===== src/rtl/acc_pkg.sv =====
// Purpose: Constants and types for the analog comparator control block
// Assumes: AHB-Lite slave, 32-bit data, one word per register
// Notes: Offsets are byte addresses
package acc_pkg;
   localparam logic [7:0] ACC_OFS_CTRL_STATUS = 8'h30;
   localparam logic [7:0] ACC_OFS_CONV_CTRL_B = 8'h34;
   localparam logic [7:0] ACC_OFS_DIN_DISABLE = 8'h38;
   localparam logic [7:0] ACC_OFS_CONV_CTRL_A = 8'h3c;
   localparam logic [7:0] ACC_OFS_CHANNEL = 8'h40;
   localparam logic [7:0] ACC_OFS_PIN_READ = 8'h44;
   // Control/status, converter control B and A, and input disable bit positions
   localparam int ACC_B_DISABLE = 7;
   localparam int ACC_B_BANDGAP = 6;
   localparam int ACC_B_RESULT = 5;
   localparam int ACC_B_FLAG = 4;
   localparam int ACC_B_IRQ_EN = 3;
   localparam int ACC_B_CAPTURE = 2;
   localparam int ACC_B_MODE_HI = 1;
   localparam int ACC_B_MODE_LO = 0;
   localparam int ACC_B_NEG_MUX_EN = 6;
   localparam int ACC_B_CONV_EN = 7;
   localparam int ACC_B_NEG_OFF = 1;
   localparam int ACC_B_POS_OFF = 0;
   localparam logic [7:0] ACC_RST_BYTE = 8'h00;
   localparam logic [1:0] ACC_MODE_TOGGLE = 2'h0;
   localparam logic [1:0] ACC_MODE_RSVD = 2'h1;
   localparam logic [1:0] ACC_MODE_FALL = 2'h2;
   localparam logic [1:0] ACC_MODE_RISE = 2'h3;
   localparam logic [1:0] ACC_HTRANS_NONSEQ = 2'h2;
   localparam logic [2:0] ACC_HSIZE_WORD = 3'h2;

   // Analog selection handed to the comparator core
   typedef struct packed {
      logic power_off;
      logic bandgap_select;
      logic neg_use_channel;
      logic [2:0] channel_select;
   } acc_analog_s;

   typedef enum logic [1:0] {
      ACC_ST_IDLE = 2'b01,
      ACC_ST_DATA = 2'b10
   } acc_bus_e;
endpackage


===== src/rtl/acc_comparator_ctrl.sv =====
// Purpose: Register, sync and event logic around an analog comparator
// Assumes: hclk 100 MHz, raw comparator and pin levels are asynchronous
// Notes: Zero-wait AHB-Lite slave, always OKAY
//
// Overview of operation
// - Result one when positive input exceeds negative
// - Mux on, converter off: channel picks negative
// - Mux enable at bit 6, control B
// - Bandgap select feeds reference to positive input
// - Disable bit powers comparator off, anytime
// - Result bit synchronized, lags one to two
// - Selected output event sets the flag
// - Request needs flag, enable and global enable
// - Vector execution clears the flag
// - Writing one clears flag, zero keeps
// - Modes: toggle, reserved, falling, rising
// - Capture route passes output to timer
// - Control status at 0x30, layout, zero reset
// - Input disable bits force pin reads zero
//
// The AHB-Lite interface to the registers was decided locally.
module acc_comparator_ctrl
   import acc_pkg::*;
(
   input wire logic hclk,
   input wire logic hresetn,
   input wire logic hsel,
   input wire logic [31:0] haddr,
   input wire logic [1:0] htrans,
   input wire logic hwrite,
   input wire logic [2:0] hsize,
   input wire logic [31:0] hwdata,
   input wire logic hready,
   output logic [31:0] hrdata,
   output logic hreadyout,
   output logic hresp,
   input wire logic comparator_raw,
   input wire logic positive_pin_level,
   input wire logic negative_pin_level,
   input wire logic global_irq_enable,
   input wire logic irq_vector_ack,
   output acc_analog_s analog_sel,
   output logic comparator_irq,
   output logic capture_out,
   output logic positive_pin_input_off,
   output logic negative_pin_input_off
);
   logic [7:0] ctrl_r;
   logic [7:0] conv_b_r;
   logic [7:0] din_off_r;
   logic [7:0] conv_a_r;
   logic [7:0] chan_r;
   logic flag_r;
   logic sync1_r;
   logic sync2_r;
   logic prev_r;
   logic [1:0] pin_s1_r;
   logic [1:0] pin_s2_r;
   acc_bus_e bus_r;
   logic wr_pend_r;
   logic [7:0] addr_r;
   logic event_hit;
   logic flag_clr_wr;
   logic take;
   logic [31:0] rd_nxt;
   logic irq_nxt;
   acc_analog_s sel_nxt;

   // Address phase capture
   assign take = hsel && hready && (htrans == ACC_HTRANS_NONSEQ);

   always_ff @(posedge hclk or negedge hresetn) begin
      if (!hresetn) begin
         bus_r <= ACC_ST_IDLE;
         wr_pend_r <= 1'b0;
         addr_r <= 8'h00;
      end else begin
         case (bus_r)
            ACC_ST_IDLE: begin
               if (take) begin
                  bus_r <= ACC_ST_DATA;
               end
            end
            ACC_ST_DATA: begin
               if (!take) begin
                  bus_r <= ACC_ST_IDLE;
               end
            end
            default: bus_r <= ACC_ST_IDLE;
         endcase
         wr_pend_r <= take && hwrite;
         if (take) begin
            addr_r <= haddr[7:0];
         end
      end
   end

   assign flag_clr_wr = wr_pend_r && (addr_r == ACC_OFS_CTRL_STATUS)
      && hwdata[ACC_B_FLAG];

   // Control register writes
   always_ff @(posedge hclk or negedge hresetn) begin
      if (!hresetn) begin
         ctrl_r <= ACC_RST_BYTE;
         conv_b_r <= ACC_RST_BYTE;
         din_off_r <= ACC_RST_BYTE;
         conv_a_r <= ACC_RST_BYTE;
         chan_r <= ACC_RST_BYTE;
      end else if (wr_pend_r) begin
         if (addr_r == ACC_OFS_CTRL_STATUS) begin
            ctrl_r <= hwdata[7:0];
         end else if (addr_r == ACC_OFS_CONV_CTRL_B) begin
            conv_b_r <= hwdata[7:0];
         end else if (addr_r == ACC_OFS_DIN_DISABLE) begin
            din_off_r <= hwdata[7:0];
         end else if (addr_r == ACC_OFS_CONV_CTRL_A) begin
            conv_a_r <= hwdata[7:0];
         end else if (addr_r == ACC_OFS_CHANNEL) begin
            chan_r <= hwdata[7:0];
         end
      end
   end

   // Comparator result and pin synchronizers
   always_ff @(posedge hclk or negedge hresetn) begin
      if (!hresetn) begin
         sync1_r <= 1'b0;
         sync2_r <= 1'b0;
         prev_r <= 1'b0;
         pin_s1_r <= 2'b00;
         pin_s2_r <= 2'b00;
      end else begin
         sync1_r <= comparator_raw;
         sync2_r <= sync1_r;
         prev_r <= sync2_r;
         pin_s1_r <= {negative_pin_level, positive_pin_level};
         pin_s2_r <= pin_s1_r;
      end
   end

   // Event selection
   always_comb begin
      case (ctrl_r[ACC_B_MODE_HI:ACC_B_MODE_LO])
         ACC_MODE_TOGGLE: event_hit = sync2_r ^ prev_r;
         ACC_MODE_FALL: event_hit = prev_r && !sync2_r;
         ACC_MODE_RISE: event_hit = !prev_r && sync2_r;
         default: event_hit = 1'b0;
      endcase
   end

   // Flag: set wins over both clears
   always_ff @(posedge hclk or negedge hresetn) begin
      if (!hresetn) begin
         flag_r <= 1'b0;
      end else if (event_hit) begin
         flag_r <= 1'b1;
      end else if (flag_clr_wr || irq_vector_ack) begin
         flag_r <= 1'b0;
      end
   end

   // Registered outputs
   always_comb begin
      irq_nxt = flag_r && ctrl_r[ACC_B_IRQ_EN] && global_irq_enable;
      sel_nxt.power_off = ctrl_r[ACC_B_DISABLE];
      sel_nxt.bandgap_select = ctrl_r[ACC_B_BANDGAP];
      sel_nxt.neg_use_channel = conv_b_r[ACC_B_NEG_MUX_EN]
         && !conv_a_r[ACC_B_CONV_EN];
      sel_nxt.channel_select = chan_r[2:0];
   end

   always_ff @(posedge hclk or negedge hresetn) begin
      if (!hresetn) begin
         comparator_irq <= 1'b0;
         analog_sel <= '0;
         capture_out <= 1'b0;
         positive_pin_input_off <= 1'b0;
         negative_pin_input_off <= 1'b0;
      end else begin
         comparator_irq <= irq_nxt;
         analog_sel <= sel_nxt;
         capture_out <= ctrl_r[ACC_B_CAPTURE] && sync2_r;
         positive_pin_input_off <= din_off_r[ACC_B_POS_OFF];
         negative_pin_input_off <= din_off_r[ACC_B_NEG_OFF];
      end
   end

   // Read data, decoded at the address phase
   always_comb begin
      rd_nxt = 32'h0000_0000;
      if (haddr[7:0] == ACC_OFS_CTRL_STATUS) begin
         rd_nxt[7:0] = ctrl_r;
         rd_nxt[ACC_B_RESULT] = sync2_r;
         rd_nxt[ACC_B_FLAG] = flag_r;
      end else if (haddr[7:0] == ACC_OFS_CONV_CTRL_B) begin
         rd_nxt[7:0] = conv_b_r;
      end else if (haddr[7:0] == ACC_OFS_DIN_DISABLE) begin
         rd_nxt[7:0] = din_off_r;
      end else if (haddr[7:0] == ACC_OFS_CONV_CTRL_A) begin
         rd_nxt[7:0] = conv_a_r;
      end else if (haddr[7:0] == ACC_OFS_CHANNEL) begin
         rd_nxt[7:0] = chan_r;
      end else if (haddr[7:0] == ACC_OFS_PIN_READ) begin
         rd_nxt[1:0] = pin_s2_r & ~din_off_r[1:0];
      end
   end

   always_ff @(posedge hclk or negedge hresetn) begin
      if (!hresetn) begin
         hrdata <= 32'h0000_0000;
         hreadyout <= 1'b1;
         hresp <= 1'b0;
      end else begin
         if (take && !hwrite) begin
            hrdata <= rd_nxt;
         end
         hreadyout <= 1'b1;
         hresp <= 1'b0;
      end
   end

   // Checks
   chk_result_sync_lag: assert property (@(posedge hclk) disable iff (!hresetn)
      ##2 (sync2_r == $past(comparator_raw, 2)))
      else $error("result bit not two cycles behind raw");
   chk_flag_on_event: assert property (@(posedge hclk) disable iff (!hresetn)
      event_hit |=> flag_r)
      else $error("event did not set flag");
   chk_irq_gate: assert property (@(posedge hclk) disable iff (!hresetn)
      comparator_irq |-> $past(flag_r && ctrl_r[ACC_B_IRQ_EN] && global_irq_enable))
      else $error("request without flag and enables");
   chk_vector_clear: assert property (@(posedge hclk) disable iff (!hresetn)
      (irq_vector_ack && !event_hit) |=> !flag_r)
      else $error("vector did not clear flag");
   chk_write_clear: assert property (@(posedge hclk) disable iff (!hresetn)
      (wr_pend_r && addr_r == ACC_OFS_CTRL_STATUS && !hwdata[ACC_B_FLAG]
       && !irq_vector_ack && flag_r) |=> flag_r)
      else $error("write of zero cleared flag");
   chk_reserved_mode: assert property (@(posedge hclk) disable iff (!hresetn)
      (ctrl_r[ACC_B_MODE_HI:ACC_B_MODE_LO] == ACC_MODE_RSVD && !flag_r) |=> !flag_r)
      else $error("reserved mode set the flag");
   chk_rise_edge: assert property (@(posedge hclk) disable iff (!hresetn)
      (ctrl_r[ACC_B_MODE_HI:ACC_B_MODE_LO] == ACC_MODE_RISE && $fell(sync2_r))
      |-> !event_hit)
      else $error("falling edge hit in rising mode");
   chk_capture_route: assert property (@(posedge hclk) disable iff (!hresetn)
      !ctrl_r[ACC_B_CAPTURE] |=> !capture_out)
      else $error("capture driven while route off");
   chk_neg_mux: assert property (@(posedge hclk) disable iff (!hresetn)
      conv_a_r[ACC_B_CONV_EN] |=> !analog_sel.neg_use_channel)
      else $error("channel used while converter on");
   chk_pin_off: assert property (@(posedge hclk) disable iff (!hresetn)
      (take && !hwrite && haddr[7:0] == ACC_OFS_PIN_READ && din_off_r[0])
      |=> !hrdata[0])
      else $error("disabled pin read nonzero");

   // Event decode per mode
   chk_toggle_hit: assert property (@(posedge hclk) disable iff (!hresetn)
      (ctrl_r[ACC_B_MODE_HI:ACC_B_MODE_LO] == ACC_MODE_TOGGLE && $changed(sync2_r))
      |-> event_hit)
      else $error("output change missed in toggle mode");
   chk_rise_hit: assert property (@(posedge hclk) disable iff (!hresetn)
      (ctrl_r[ACC_B_MODE_HI:ACC_B_MODE_LO] == ACC_MODE_RISE && $rose(sync2_r))
      |-> event_hit)
      else $error("rising edge missed in rising mode");
   chk_fall_hit: assert property (@(posedge hclk) disable iff (!hresetn)
      (ctrl_r[ACC_B_MODE_HI:ACC_B_MODE_LO] == ACC_MODE_FALL && $fell(sync2_r))
      |-> event_hit)
      else $error("falling edge missed in falling mode");
   chk_fall_edge: assert property (@(posedge hclk) disable iff (!hresetn)
      (ctrl_r[ACC_B_MODE_HI:ACC_B_MODE_LO] == ACC_MODE_FALL && $rose(sync2_r))
      |-> !event_hit)
      else $error("rising edge hit in falling mode");

   // Flag, register and output follow-up
   chk_write_one_clear: assert property (@(posedge hclk) disable iff (!hresetn)
      (flag_clr_wr && !event_hit) |=> !flag_r)
      else $error("write of one kept flag");
   chk_ctrl_write: assert property (@(posedge hclk) disable iff (!hresetn)
      (wr_pend_r && addr_r == ACC_OFS_CTRL_STATUS) |=> (ctrl_r == $past(hwdata[7:0])))
      else $error("control write not stored");
   chk_data_phase: assert property (@(posedge hclk) disable iff (!hresetn)
      wr_pend_r |-> (bus_r == ACC_ST_DATA))
      else $error("write pending outside data phase");
   chk_mux_off: assert property (@(posedge hclk) disable iff (!hresetn)
      !conv_b_r[ACC_B_NEG_MUX_EN] |=> !analog_sel.neg_use_channel)
      else $error("channel used while mux enable clear");
   chk_power_follow: assert property (@(posedge hclk) disable iff (!hresetn)
      analog_sel.power_off == $past(ctrl_r[ACC_B_DISABLE]))
      else $error("power off not following disable bit");
   chk_bandgap_follow: assert property (@(posedge hclk) disable iff (!hresetn)
      analog_sel.bandgap_select == $past(ctrl_r[ACC_B_BANDGAP]))
      else $error("bandgap select not following bit");
   chk_irq_block: assert property (@(posedge hclk) disable iff (!hresetn)
      !ctrl_r[ACC_B_IRQ_EN] |=> !comparator_irq)
      else $error("request while enable clear");
   chk_result_read: assert property (@(posedge hclk) disable iff (!hresetn)
      (take && !hwrite && haddr[7:0] == ACC_OFS_CTRL_STATUS)
      |=> (hrdata[ACC_B_RESULT] == $past(sync2_r)))
      else $error("result bit read not synced value");
   chk_pos_buf_off: assert property (@(posedge hclk) disable iff (!hresetn)
      positive_pin_input_off == $past(din_off_r[ACC_B_POS_OFF]))
      else $error("positive buffer off not following bit");
   chk_neg_buf_off: assert property (@(posedge hclk) disable iff (!hresetn)
      negative_pin_input_off == $past(din_off_r[ACC_B_NEG_OFF]))
      else $error("negative buffer off not following bit");
endmodule


===== config.mk =====
export PLATFORM = sky130hd
export DESIGN_NAME = acc_comparator_ctrl
export DESIGN_NICKNAME = d
export VERILOG_FILES = /design/src/rtl/acc_pkg.sv /design/src/rtl/acc_comparator_ctrl.sv
export SDC_FILE = /design/constraint.sdc
export NUM_CORES = 1
export LEC_CHECK = 0
export BUFFER_PORTS_ARGS = -buffer_cell sky130_fd_sc_hd__buf_2
export CORE_ASPECT_RATIO = 1.75
export CORE_MARGIN = 2
export CORE_UTILIZATION = 53
export CTS_CLUSTER_SIZE = 14
export DETAILED_ROUTE_END_ITERATION = 16
export PLACE_DENSITY = 0.81
export SLEW_MARGIN = 10
export SYNTH_ARGS = -nofsm -noshare
export SYNTH_HDL_FRONTEND = slang
export SYNTH_SLANG_ARGS = --single-unit

===== constraint.sdc =====
create_clock -name hclk -period 3.77 [get_ports hclk]
set_input_delay 0.754 -clock hclk [delete_from_list [all_inputs] [get_ports hclk]]
set_output_delay 0.754 -clock hclk [all_outputs]
set_load 0.02 [all_outputs]

==> qor.yml <==
sta:
  setup_tns_ns: 0
  final_hold_viol_count: 0
  fmax_ghz: 0.4385
  fin_crit_sh_pct: 60.49
  fin_skew_ns: 0.007823
  period_needed_ns: 2.280
  rsz0062_at_grt: "false"
  relSlewSlack_pct: 56.11
  timing.final.max_slew_violations: 0
  setup_viol: 0
  tightestPinTransition_ns: 0.6547
  whs_ns: 0.3302
clock_tree:
  clkSinkCount: 73
  postCtsSetupBuffers: 0
  holdBufCountCts: 0
  cts_made_buffers: 9
  cts_resized: 0
  cts_tree: "yes"
  h-tree-depth: 3
  clkLatencyLatePin_ns: 0.35
  clk_pin_slew_ns: 0.07
  cts_root_buf: "clkbuf_8"
  clock_path_buffers: 2
routing:
  wl_met1_um: 2646
  met3_length_um: 426
  finalWirelength_um: 6904
  antenna_left: 0
  vias: 2255
  via_per_inst: 5.680
  drc: 0
  wire_per_inst_um: 17.39
  highest_layer: "met4"
  firstDrtPassIters: 4
  drt_iter0_markers: 108
  wl_met2_um: 3556
worst_setup_path:
  required_ns: 4.04
  worst_path_max_delay_cell: "or3_1"
  cp.arrival_ns: 2.55
  crit_chain: "buf_2 -> nand4bb_1 -> or3_1 -> o21ai_0 -> a2bb2oi_1"
  path_depth: 5
  cp.buffers_inverters: 1
  cp_top_family: "simple AND/OR/NAND/NOR gates"
  path_class: "primary input to register"
  max_stage_delay_ns: 0.63
  crit_fanout: 14
  r2r_cells: 4
  crit_path_end_kind: "register"
  start_kind: "primary input"
yosys:
  yosysSeqAreaShare_pct: 54.09
  synth_cell_types: 48
  synthXorXnorAreaFrac_pct: 0
  synth_adder_area_share_pct: 0.7410
  synth_edf_count: 0
  synth_cells: 266
  synth_compound_area_share_pct: 9.003
  syn_area_um2: 3377
  synthFlopType: "dfrtp_1"
  ys_ff_latch: 73
  synthArstFlopShare_pct: 100.0
  synthSimpleGateAreaFrac_pct: 10.41
  avgSynthCellArea_um2: 12.70
  synth_mux_area_share_pct: 17.45
  yosysWarnings: 0
  synth_top_family_by_area: "multiplexers"
global_routing:
  grt_pass1_vias: 2307
  grt_use_total_pct: 21.13
  overflow: 0
  grt_pass1_wl_um: 10990
  antenna_found_initial: 0
  grt_start_max_net_pins: 36
power:
  power_density_nw_per_um2: 434.5
  power.leakage_nw: 1.814
  ir_drop_mv: 0.2328
  finalPower_mw: 1.629
die:
  row_count: 38
  initial_core_util_pct: 54.64
  die_x_um: 64.34
  ios: 123
  die_h_um: 109.6
  core_um2: 6181
  design.die.area_um2: 7051
layout:
  fin_nets: 394
  diodes: 0
  finalCoreUtilization_pct: 60.65
  drive_gt1_share_pct: 36.91
  area_growth_syn_to_layout_pct: 11.00
  fillers: 517
min_path:
  min_path_type: "primary input to asynchronous set/reset pin"
placement:
  hpwlAfterDp_um: 4949
  io_buffers: 45
  gp_congestion: 0.8396
flow_run:
  cap_violations: 0
status:
  status: "finished clean"
==> report_power, final <==
part,total [mW],internal (mW),switching (mW)
Combinational,0.196,0.0776,0.118
Sequential,0.877,0.838,0.0391
Clock,0.556,0.286,0.271
Total,1.63,1.20,0.428
==> area by class of cell <==
cell class / instances / area [µm²] / area share [%]
inverter: 9 / 33.78 / 0.9012
clock buffer: 12 / 165.2 / 4.406
clock inverter: 3 / 15.01 / 0.4005
sequential: 73 / 1827 / 48.73
tap: 80 / 100.1 / 2.670
multi-input combinational: 173 / 1368 / 36.48
timing repair buffer: 47 / 240.2 / 6.409
==> cells in the mapped netlist, types with 2 or more instances <==
cell	count	area, µm²
a2111oi_0	4	35.03
a21oi_1	4	20.02
a221oi_1	4	35.03
a2bb2oi_1	3	26.28
a32oi_1	4	35.03
buf_2	2	10.01
buf_4	28	210.2
clkbuf_1	5	18.77
conb_1	2	7.510
dfrtp_1	73	1827
ha_1	2	25.02
inv_1	9	33.78
mux2_2	39	439.2
mux2_4	8	120.1
mux2i_1	3	30.03
nand2_1	9	33.78
nand2b_1	4	25.02
nor2_1	5	18.77
nor2b_1	6	37.54
nor3_1	8	40.04
o21ai_0	14	70.07
o31ai_1	2	15.01
or3_1	3	18.77
==> flip-flops by register name, indices dropped and copies added (netlist names), 2 cells and up <==
register	flops
addr_r	8
chan_r	8
conv_a_r	8
conv_b_r	8
din_off_r	8
hrdata	8
analog_sel	6
ctrl_r	6
pin_s1_r	2
pin_s2_r	2
==> final timing paths <==
path	start	slack (ns)	endpoint
max	haddr[6]	1.49	hrdata[4]$_DFFE_PN0P_
min	hresetn	0.33	addr_r[6]$_DFFE_PN0P_
max reg2reg	addr_r[1]$_DFFE_PN0P_	1.62	din_off_r[6]$_DFFE_PN0P_
min reg2reg	pin_s1_r[0]$_DFF_PN0_	0.35	pin_s2_r[0]$_DFF_PN0_
max in group asynchronous	hresetn	2.65	hrdata[6]$_DFFE_PN0P_
min in group hclk	pin_s1_r[0]$_DFF_PN0_	0.35	pin_s2_r[0]$_DFF_PN0_
==> worst reg2reg max path, cell delays in order, from the launching register on <==
cell and delay, ns:
dfrtp_1 0.39, or3_4 0.42, nor3_2 0.26, and4b_1 0.56, mux2_2 0.40
==> metrics by stage <==
step,worst slack [ns],area [µm²],instances
floorplan,1.780,3467,290
global placement,1.271,3568,382
detailed placement,1.168,3568,382
CTS,1.541,3749,397
global route,1.388,3749,397
finish,1.490,3749,397
==> placed cells by master, fill, tap and decap left out, types with 2 or more instances in the layout <==
cell,Yosys,routed
dfrtp_1,73,73
buf_2,2,45
mux2_2,39,39
conb_1,2,26
o21ai_0,14,14
clkbuf_8,0,12
inv_1,9,9
nand2_1,9,9
mux2_4,8,8
nor3_1,8,8
nor2b_1,6,6
nor2_1,5,5
nand2b_1,4,4
a21oi_1,4,4
a221oi_1,4,4
a32oi_1,4,4
a2111oi_0,4,4
or3_1,3,3
mux2i_1,3,3
a2bb2oi_1,3,3
clkinv_2,0,3
o31ai_1,2,2
ha_1,2,2
buf_4,28,2
==> routing by layer <==
| layer | GRT usage (%) | vias up |
|---|---|---|
| met1 | 23.31 | 1117 |
| met2 | 34.75 | 108 |
| met4 | 15.20 | 0 |
| met5 | 0 | - |
| li1 | - | 1007 |
| met3 | 5.937 | 23 |
==> cells by family (layout without fill, tap and decap cells) <==
group,Yosys count,after routing
DFF,73,73
and+or+nand+nor,52,52
muxes,50,50
buffers and inverters,44,71
AOI/OAI and AO/OA,43,43
adders and majority gates,2,2
other,2,26
Power figures use the tool's default switching activity.
